<file path="src/pff_pkg.sv">
// package: constants, types and register map of the flow-control block
// assumes a single 100 MHz core clock shared by all users
package pff_pkg;
    localparam int PFF_NCH = 8;
    localparam int PFF_BW = 16;
    localparam int PFF_WIN = 32;
    localparam int PFF_WOUT = 8;
    typedef logic [PFF_BW-1:0] pff_cnt_t;
    typedef struct packed {
        pff_cnt_t used;
        pff_cnt_t free;
        logic eop;
    } pff_chan_s;
    typedef enum logic [1:0] {
        PFF_IDLE = 2'b00,
        PFF_SEND = 2'b01,
        PFF_REMOTE = 2'b10
    } pff_tx_e;
    typedef enum logic [1:0] {
        PFF_LINK_TX = 2'b00,
        PFF_LINK_RX = 2'b01,
        PFF_PHY_TX = 2'b10,
        PFF_PHY_RX = 2'b11
    } pff_role_e;
    localparam logic [7:0] PFF_CTRL_OFS = 8'h00;
    localparam logic [7:0] PFF_THR_OFS = 8'h04;
    localparam logic [7:0] PFF_BST_OFS = 8'h08;
    localparam logic [7:0] PFF_RB_OFS = 8'h0c;
    localparam logic [7:0] PFF_STAT_OFS = 8'h10;
    localparam int PFF_C_L3 = 0;
    localparam int PFF_C_POLL = 1;
    localparam int PFF_C_MULTI = 2;
    localparam int PFF_C_PERR = 3;
    localparam int PFF_C_ERRPIN = 4;
    localparam int PFF_C_ROLE = 5;
    localparam logic [7:0] PFF_CTRL_RST = 8'h00;
    localparam pff_cnt_t PFF_THR_RST = 16'h0040;
    localparam pff_cnt_t PFF_BST_RST = 16'h0020;
    localparam pff_cnt_t PFF_RB_RST = 16'h0010;
endpackage

</file>
<file path="src/pff_flow.sv">
// flow control, arbitration and parity path of a packet link interface
// assumes fill levels and moved-byte pulses come from logic on i_clk;
// link pins and the link clock are asynchronous and are synchronised here
//
// The address-and-strobe port and the register addresses are this design's own decisions.
`timescale 1ns/1ps
module pff_flow import pff_pkg::*; #(
    parameter int NCH = PFF_NCH,
    parameter int WIN = PFF_WIN,
    parameter int WOUT = PFF_WOUT,
    parameter bit ODD_PAR = 1'b0
) (
    input wire logic i_clk,
    input wire logic i_rst,
    input wire logic [7:0] i_addr,
    input wire logic [31:0] i_wdata,
    input wire logic i_wr,
    input wire logic i_rd,
    output logic [31:0] o_rdata,
    input wire pff_chan_s [NCH-1:0] i_chan,
    input wire logic i_moved,
    input wire logic [7:0] i_moved_bytes,
    output logic o_xfer_en,
    output logic [((NCH>1)?$clog2(NCH):1)-1:0] o_ch,
    input wire logic i_link_clk,
    input wire logic i_ptpa,
    input wire logic i_stpa,
    input wire logic i_prpa,
    input wire logic i_renb_n,
    input wire logic [NCH-1:0] i_dtpa,
    input wire logic [NCH-1:0] i_drpa,
    input wire logic [((NCH>1)?$clog2(NCH):1)-1:0] i_adr,
    output logic o_ptpa,
    output logic o_stpa,
    output logic o_prpa,
    output logic o_renb_n,
    output logic [NCH-1:0] o_dtpa,
    output logic [NCH-1:0] o_drpa,
    input wire logic i_be_avail,
    input wire logic i_be_moved,
    input wire logic [7:0] i_be_bytes,
    output logic o_be_go,
    input wire logic i_in_valid,
    input wire logic [WIN-1:0] i_in_data,
    input wire logic i_in_par,
    input wire logic i_in_eop,
    output logic o_in_ready,
    output logic o_out_valid,
    output logic [WOUT-1:0] o_out_data,
    output logic o_out_par,
    output logic o_out_eop,
    output logic o_err,
    input wire logic i_out_ready
);
    localparam int CW = (NCH > 1) ? $clog2(NCH) : 1;
    localparam int RAT = WIN / WOUT;
    localparam int IW = (RAT > 1) ? $clog2(RAT) : 1;
    localparam int LW = 4 + 2 * NCH + CW;

    typedef struct packed {
        logic [7:0] ctrl;
        pff_cnt_t thr;
        pff_cnt_t bst;
        pff_cnt_t rb;
        logic [LW:0] s1;
        logic [LW:0] s2;
        logic clk_d;
        logic [LW-1:0] lk;
        pff_tx_e st;
        logic [CW-1:0] ch;
        pff_cnt_t bcnt;
        pff_cnt_t rcnt;
        pff_cnt_t be_rcnt;
        logic [NCH-1:0] space;
        logic [NCH-1:0] dav;
        logic [NCH-1:0] rxfull;
        logic renb_n;
        logic [31:0] rdata;
        logic [WIN-1:0] hd;
        logic hv;
        logic he;
        logic hp;
        logic [IW-1:0] idx;
        logic pkt;
    } pff_state_s;

    pff_state_s r_reg;
    pff_state_s r_next;

    function automatic logic pick(logic [NCH-1:0] v, logic [CW-1:0] i);
        return (int'(i) < NCH) ? v[i] : 1'b0;
    endfunction

    function automatic pff_cnt_t addb(pff_cnt_t a, logic [7:0] b);
        logic [PFF_BW:0] s;
        s = {1'b0, a} + {{(PFF_BW-7){1'b0}}, b};
        return s[PFF_BW] ? '1 : s[PFF_BW-1:0];
    endfunction

    function automatic logic [CW-1:0] nxt(logic [CW-1:0] c);
        return (int'(c) >= NCH - 1) ? '0 : CW'(c + 1'b1);
    endfunction

    function automatic logic par_out(logic [WOUT-1:0] d, logic e, logic m);
        return m ? e : ((^d) ^ ODD_PAR ^ e);
    endfunction

    logic l3;
    logic poll;
    logic multi;
    logic perr_mode;
    logic errpin;
    pff_role_e role;
    logic tick;
    logic lk_ptpa;
    logic lk_stpa;
    logic lk_prpa;
    logic lk_renb;
    logic [NCH-1:0] lk_dtpa;
    logic [NCH-1:0] lk_drpa;
    logic [CW-1:0] lk_adr;
    logic [NCH-1:0] ne;
    logic perm;
    logic en;
    logic all_ok;
    logic any_full;
    logic perr_in;
    logic last;
    pff_cnt_t bsum;
    logic [WIN-1:0] sh;

    assign l3 = r_reg.ctrl[PFF_C_L3];
    assign poll = r_reg.ctrl[PFF_C_POLL];
    assign multi = r_reg.ctrl[PFF_C_MULTI];
    assign perr_mode = r_reg.ctrl[PFF_C_PERR];
    assign errpin = r_reg.ctrl[PFF_C_ERRPIN];
    assign role = pff_role_e'(r_reg.ctrl[PFF_C_ROLE+:2]);
    assign lk_ptpa = r_reg.lk[0];
    assign lk_stpa = r_reg.lk[1];
    assign lk_prpa = r_reg.lk[2];
    assign lk_renb = r_reg.lk[3];
    assign lk_dtpa = r_reg.lk[4+:NCH];
    assign lk_drpa = r_reg.lk[4+NCH+:NCH];
    assign lk_adr = r_reg.lk[4+2*NCH+:CW];
    assign perr_in = (^i_in_data) ^ i_in_par ^ ODD_PAR;
    assign last = (int'(r_reg.idx) == RAT - 1);
    assign sh = r_reg.hd >> WOUT;

    always_comb begin
        r_next = r_reg;
        // link clock sampled like any other pin, edge found after sync
        r_next.s1 = {i_link_clk, i_adr, i_drpa, i_dtpa,
                     i_renb_n, i_prpa, i_stpa, i_ptpa};
        r_next.s2 = r_reg.s1;
        r_next.clk_d = r_reg.s2[LW];
        tick = r_reg.s2[LW] & ~r_reg.clk_d;
        if (tick) begin
            r_next.lk = r_reg.s2[LW-1:0];
        end

        r_next.rdata = 32'h0;
        if (i_wr) begin
            unique case (i_addr)
                PFF_CTRL_OFS: r_next.ctrl = i_wdata[7:0];
                PFF_THR_OFS: r_next.thr = i_wdata[PFF_BW-1:0];
                PFF_BST_OFS: r_next.bst = i_wdata[PFF_BW-1:0];
                PFF_RB_OFS: r_next.rb = i_wdata[PFF_BW-1:0];
                default: ;
            endcase
        end
        if (i_rd) begin
            unique case (i_addr)
                PFF_CTRL_OFS: r_next.rdata = {24'h0, r_reg.ctrl};
                PFF_THR_OFS: r_next.rdata = {16'h0, r_reg.thr};
                PFF_BST_OFS: r_next.rdata = {16'h0, r_reg.bst};
                PFF_RB_OFS: r_next.rdata = {16'h0, r_reg.rb};
                PFF_STAT_OFS: r_next.rdata = 32'({r_reg.space,
                    r_reg.rxfull, 3'h0, r_reg.pkt, r_reg.renb_n,
                    r_reg.st, r_reg.ch});
                default: r_next.rdata = 32'h0;
            endcase
        end

        all_ok = 1'b1;
        any_full = 1'b0;
        for (int i = 0; i < NCH; i++) begin
            ne[i] = (role == PFF_LINK_RX) ? 1'b1 :
                (i_chan[i].used > r_reg.thr) | i_chan[i].eop;
            all_ok &= (i_chan[i].free >= r_reg.thr);
            any_full |= (i_chan[i].free == '0);
            if (tick) begin
                if (i_chan[i].free >= r_reg.thr) begin
                    r_next.space[i] = 1'b1;
                    r_next.rxfull[i] = 1'b0;
                end else if (i_chan[i].free < r_reg.bst) begin
                    r_next.space[i] = 1'b0;
                    r_next.rxfull[i] = 1'b1;
                end
                if (i_chan[i].used > r_reg.thr) begin
                    r_next.dav[i] = 1'b1;
                end else if (i_chan[i].used <= r_reg.bst) begin
                    r_next.dav[i] = 1'b0;
                end
            end
        end
        if (tick) begin
            if (any_full) begin
                r_next.renb_n = 1'b1;
            end else if (all_ok) begin
                r_next.renb_n = 1'b0;
            end
        end

        unique case (role)
            PFF_LINK_TX: perm = poll ? (lk_ptpa & lk_stpa) :
                pick(lk_dtpa, r_reg.ch);
            PFF_LINK_RX: perm = ~l3 & ~pick(r_reg.rxfull, r_reg.ch) &
                (poll ? lk_prpa : pick(lk_drpa, r_reg.ch));
            PFF_PHY_RX: perm = ~lk_renb;
            PFF_PHY_TX: perm = 1'b0;
        endcase

        en = 1'b0;
        bsum = addb(r_reg.bcnt, i_moved_bytes);
        unique case (r_reg.st)
            PFF_IDLE: begin
                if (pick(ne, r_reg.ch) & perm) begin
                    r_next.st = PFF_SEND;
                    r_next.bcnt = '0;
                end else if (multi) begin
                    r_next.ch = nxt(r_reg.ch);
                end
            end
            PFF_SEND: begin
                en = (r_reg.bcnt < r_reg.bst) & pick(ne, r_reg.ch) &
                    perm;
                if (i_moved) begin
                    r_next.bcnt = bsum;
                end
                if ((i_moved & (bsum >= r_reg.bst)) |
                    ~pick(ne, r_reg.ch)) begin
                    r_next.st = PFF_IDLE;
                    r_next.ch = multi ? nxt(r_reg.ch) : r_reg.ch;
                end else if (~perm) begin
                    r_next.rcnt = '0;
                    r_next.st = (role == PFF_LINK_TX) ?
                        PFF_REMOTE : PFF_IDLE;
                end
            end
            PFF_REMOTE: begin
                en = (r_reg.rcnt < r_reg.rb) & (r_reg.bcnt < r_reg.bst) &
                    pick(ne, r_reg.ch);
                if (i_moved) begin
                    r_next.rcnt = addb(r_reg.rcnt, i_moved_bytes);
                    r_next.bcnt = bsum;
                end
                if (~en) begin
                    r_next.st = PFF_IDLE;
                    r_next.ch = multi ? nxt(r_reg.ch) : r_reg.ch;
                end
            end
            default: r_next.st = PFF_IDLE;
        endcase

        if (i_be_avail) begin
            r_next.be_rcnt = '0;
        end else if (i_be_moved & (r_reg.be_rcnt < r_reg.rb)) begin
            r_next.be_rcnt = addb(r_reg.be_rcnt, i_be_bytes);
        end

        if (i_in_valid & ~r_reg.hv) begin
            r_next.hd = i_in_data;
            r_next.hv = 1'b1;
            r_next.he = i_in_eop;
            r_next.hp = perr_in;
            r_next.idx = '0;
            r_next.pkt = r_reg.pkt | perr_in;
        end else if (r_reg.hv & i_out_ready) begin
            if (last) begin
                r_next.hv = 1'b0;
                if (r_reg.he) begin
                    r_next.pkt = 1'b0;
                end
            end else begin
                r_next.hd = sh;
                r_next.idx = IW'(r_reg.idx + 1'b1);
            end
        end
    end

    always_ff @(posedge i_clk) begin
        if (i_rst) begin
            r_reg <= '0;
            r_reg.ctrl <= PFF_CTRL_RST;
            r_reg.thr <= PFF_THR_RST;
            r_reg.bst <= PFF_BST_RST;
            r_reg.rb <= PFF_RB_RST;
            r_reg.renb_n <= 1'b1;
            r_reg.be_rcnt <= '1;
            r_reg.st <= PFF_IDLE;
        end else begin
            r_reg <= r_next;
        end
    end

    assign o_rdata = r_reg.rdata;
    assign o_xfer_en = en;
    assign o_ch = r_reg.ch;
    assign o_ptpa = (role == PFF_PHY_TX) & poll &
        pick(r_reg.space, lk_adr);
    assign o_stpa = o_ptpa & l3;
    assign o_dtpa = (role == PFF_PHY_TX && !poll) ? r_reg.space : '0;
    assign o_prpa = (role == PFF_PHY_RX) & ~l3 & poll &
        pick(r_reg.dav, lk_adr);
    assign o_drpa = (role == PFF_PHY_RX && !l3 && !poll) ? r_reg.dav : '0;
    assign o_renb_n = (role != PFF_LINK_RX) ? 1'b1 :
        (l3 ? r_reg.renb_n : ~en);
    assign o_be_go = i_be_avail | (r_reg.be_rcnt < r_reg.rb);
    assign o_in_ready = ~r_reg.hv;
    assign o_out_valid = r_reg.hv;
    assign o_out_data = r_reg.hd[WOUT-1:0];
    assign o_out_par = par_out(r_reg.hd[WOUT-1:0], r_reg.hp,
        perr_mode);
    assign o_out_eop = r_reg.hv & r_reg.he & last;
    assign o_err = errpin & o_out_eop & r_reg.pkt;
endmodule

</file>
<file path="config.mk">
export PLATFORM = sky130hd
export DESIGN_NAME = pff_flow
export DESIGN_NICKNAME = d
export VERILOG_FILES = /design/src/pff_pkg.sv /design/src/pff_flow.sv
export SDC_FILE = /design/constraint.sdc
export NUM_CORES = 1
export LEC_CHECK = 0
export BUFFER_PORTS_ARGS = -buffer_cell sky130_fd_sc_hd__buf_2
export CORE_MARGIN = 1.5
export CORE_UTILIZATION = 41
export DETAILED_ROUTE_END_ITERATION = 10
export GPL_TIMING_DRIVEN = 0
export SLEW_MARGIN = 40
export SYNTH_ARGS = -nofsm -noshare
export SYNTH_HDL_FRONTEND = slang
export SYNTH_SLANG_ARGS = --single-unit
</file>
<file path="constraint.sdc">
create_clock -name i_clk -period 11.6 [get_ports i_clk]
set_clock_uncertainty 0.15 [all_clocks]
set_input_delay 0.58 -clock i_clk [delete_from_list [all_inputs] [get_ports i_clk]]
set_output_delay 0.58 -clock i_clk [all_outputs]
set_load 0.01 [all_outputs]
</file>
==> results_dict.tcl <==
set metrics [dict create \
    synth_edf_count 0 \
    clock-sinks 270 \
    drive_above_1_share_pct 18.2 \
    cts_hold_buf 0 \
    io_buffers 432 \
    rr_endpoint "r_reg[112]" \
    fin_area_um2 29500 \
    post-route-min-period_ps 6190 \
    largest_register_ffs 179 \
    start_util_pct 41.5 \
    syn_area_um2 25100 \
    pin_count 457 \
    p_per_area_nw_per_um2 88.4 \
    dpl-instance-area_um2 28300 \
    wl_per_cell_um 22.9 \
    r2r.worst_path.cells 20 \
    placedCellCount 4173 \
    wl_um 97600 \
    worstHoldStart "i_dtpa[3]" \
    gp_congestion 0.943 \
    path_class "reg2reg" \
    antenna_found_initial 29 \
    nNetsFinal 4412 \
    cts_buffers 31 \
    cpMaxStageDelayCell "a2111oi_0" \
    critPathMaxFanout 10 \
    cp_top_family "compound AO/OA/AOI/OAI gates" \
    fmax_mhz 162 \
    rows 90 \
    drv_slew 0 \
    grt_setup_unrepaired "no" \
    drtIter0Drc 1970 \
    dr_total_vias 24714 \
    cts_root_buffer "clkbuf_16" \
    final_hold_viol_count 0 \
    synth_area_leaders "ha_1 (30%), dfxtp_1 (22%), a21oi_1 (6.1%)" \
    finalSetupViolCount 0 \
    arrival_ps 6530 \
    synth_top_flop_cell "dfxtp_1" \
    synth.most_common_cell "ha_1" \
    grt_max_degree 20 \
    worst_pin_slew_ps 926 \
    hold_end "r_next[179]" \
    async_reset_ff_share_pct 0 \
    required_ps 11940 \
    tns_ps 0 \
    hp-class "in2reg" \
    ys_warn_count 0 \
    die_x_um 250 \
    drc 0 \
    hold-worst-slack_ps 64.0 \
    cts-resized-gates 0 \
    endpoint_kind "flip-flop" \
    grt_pass1_wl_um 143000 \
    relSlewSlack_pct 38.3 \
    r2r_slack_ps 5410 \
    ys_ff_latch 270 \
    synth_cell_types 85 \
    cp-start-kind "flip-flop" \
    ir_worst_vdd_mv 0.109 \
    fin_cells 4259 \
    ant_nets 0 \
    cp_num_buf_inv 2 \
    critical_path.max_stage_delay_ps 590 \
    grt_pass1_vias 23032 \
    path_clk_slew_ps 60 \
    first_pass_iters 8 \
    area_delta_synth_final_pct 17.7 \
    r2r-start "r_reg[127]" \
    dp_hpwl_um 73800 \
    postCtsSetupBuffers 0 \
    yosysTopAreaCell "ha_1" \
    synthTopCellsByCount "ha_1 (596), a21oi_1 (305), nand2_1 (294), dfxtp_1 (270), o21ai_0 (133)" \
    grtUsageTotal_pct 30.0 \
    cts_tree "done" \
    status "completed" \
    coreArea_um2 60500 \
    dieHeight_um 250 \
    cts_buffer_depth 3 \
    path_cells "ha_1, fa_1, a21o_1, a211oi_1, o21ai_0, o211ai_1, or3_1, clkbuf_1, nand2_1, ha_1, a21oi_1, o22ai_1, a2111oi_0, o2111ai_1, a21oi_2, or4b_4, o21ai_4, buf_6, nand3_1, a21oi_1" \
    clkLatencyLatePin_ps 570 \
    die_area_um2 62700 \
    leakagePower_uw 0.0130 \
    htree_num_levels 1 \
    synth-seq-area-share_pct 21.5 \
    grt.overflow.total 0 \
    via_per_inst 5.80 \
    syn_inst 2953 \
    yosysTopAreaCellShare_pct 29.7 \
    syn-mean-instance-area_um2 8.50 \
    setup.worst_path.start "r_reg[127]" \
    fin_crit_sh_pct 53.4 \
    whs_path_depth 2 \
    drv_cap 0 \
]
==> metrics by stage <==
stage	utilization, %	setup WS, ps	power [µW]
detailed placement	46.8	5120	1530
floorplan	-	6400	1320
global route	48.8	5010	2730
global placement	46.7	5090	1520
finish	48.9	5410	2610
CTS	48.7	5470	2620
==> logic make-up (layout without fill, tap and decap cells) <==
group | count (synthesis) | after routing | share of synthesized area [%]
and+or+nand+nor | 910 | 910 | 18.4
AOI/OAI and AO/OA | 810 | 810 | 20.7
adders and majority gates | 599 | 599 | 29.9
DFF | 270 | 270 | 21.5
buffers and inverters | 244 | 736 | 4.40
muxes | 60 | 60 | 2.94
xor gates and xnor gates | 59 | 59 | 2.06
other | 1 | 33 | 0.0149
==> routing by layer <==
metal	part of all wire [%]	wire length (µm)	global-route usage [%]
met2	46	45200	50.7
met3	6.8	6620	4.01
met1	43	41600	38.6
met5	0.047	46	0
met4	4.2	4060	11.4
==> cells in the final DEF, fill, tap and decap left out, types with 11 or more instances in the layout <==
cell type	instances
dfxtp_1	268
nand3_1	58
nor3_1	42
o21a_1	25
a21o_1	120
nand2b_1	40
nand4_1	96
a222oi_1	14
o211ai_1	32
nor4_1	50
nand3b_1	18
buf_2	440
nor2_1	123
ha_1	596
or3_1	11
o21ai_0	133
buf_4	44
nor2b_1	93
mux2i_1	40
xnor2_1	48
a2111oi_0	21
clkbuf_1	71
diode_2	27
and2_1	33
inv_2	30
a211oi_1	54
clkbuf_16	31
a21oi_1	305
xor2_1	11
nand2_1	294
mux2_2	11
inv_1	82
==> layout make-up <==
type	instances	area (µm²)
plain buffers	132	692
multi-input cells	2444	18700
repair buffers	435	2190
clock inverters	21	315
inverters	112	420
flip-flops and latches	270	5410
fillers	5991	30900
well taps	782	978
clock buffers	36	825
diodes	27	67.6
==> report_power, final <==
group	leakage (µW)	switching, µW	total (µW)	internal (µW)
registers	0.00220	25.1	983	958
logic	0.0103	295	535	240
clock network	0.000531	428	1090	667
==> worst max path at each step <==
stage,depth (start not counted),endpoint
6_report,20,r_reg[112]
3_5_place_dp,21,r_reg[112]
3_3_place_gp,21,r_reg[115]
4_1_cts,20,r_reg[112]
2_1_floorplan,19,r_reg[126]
5_1_grt,20,r_reg[115]
Note: power is estimated with default switching activity, not from simulation.
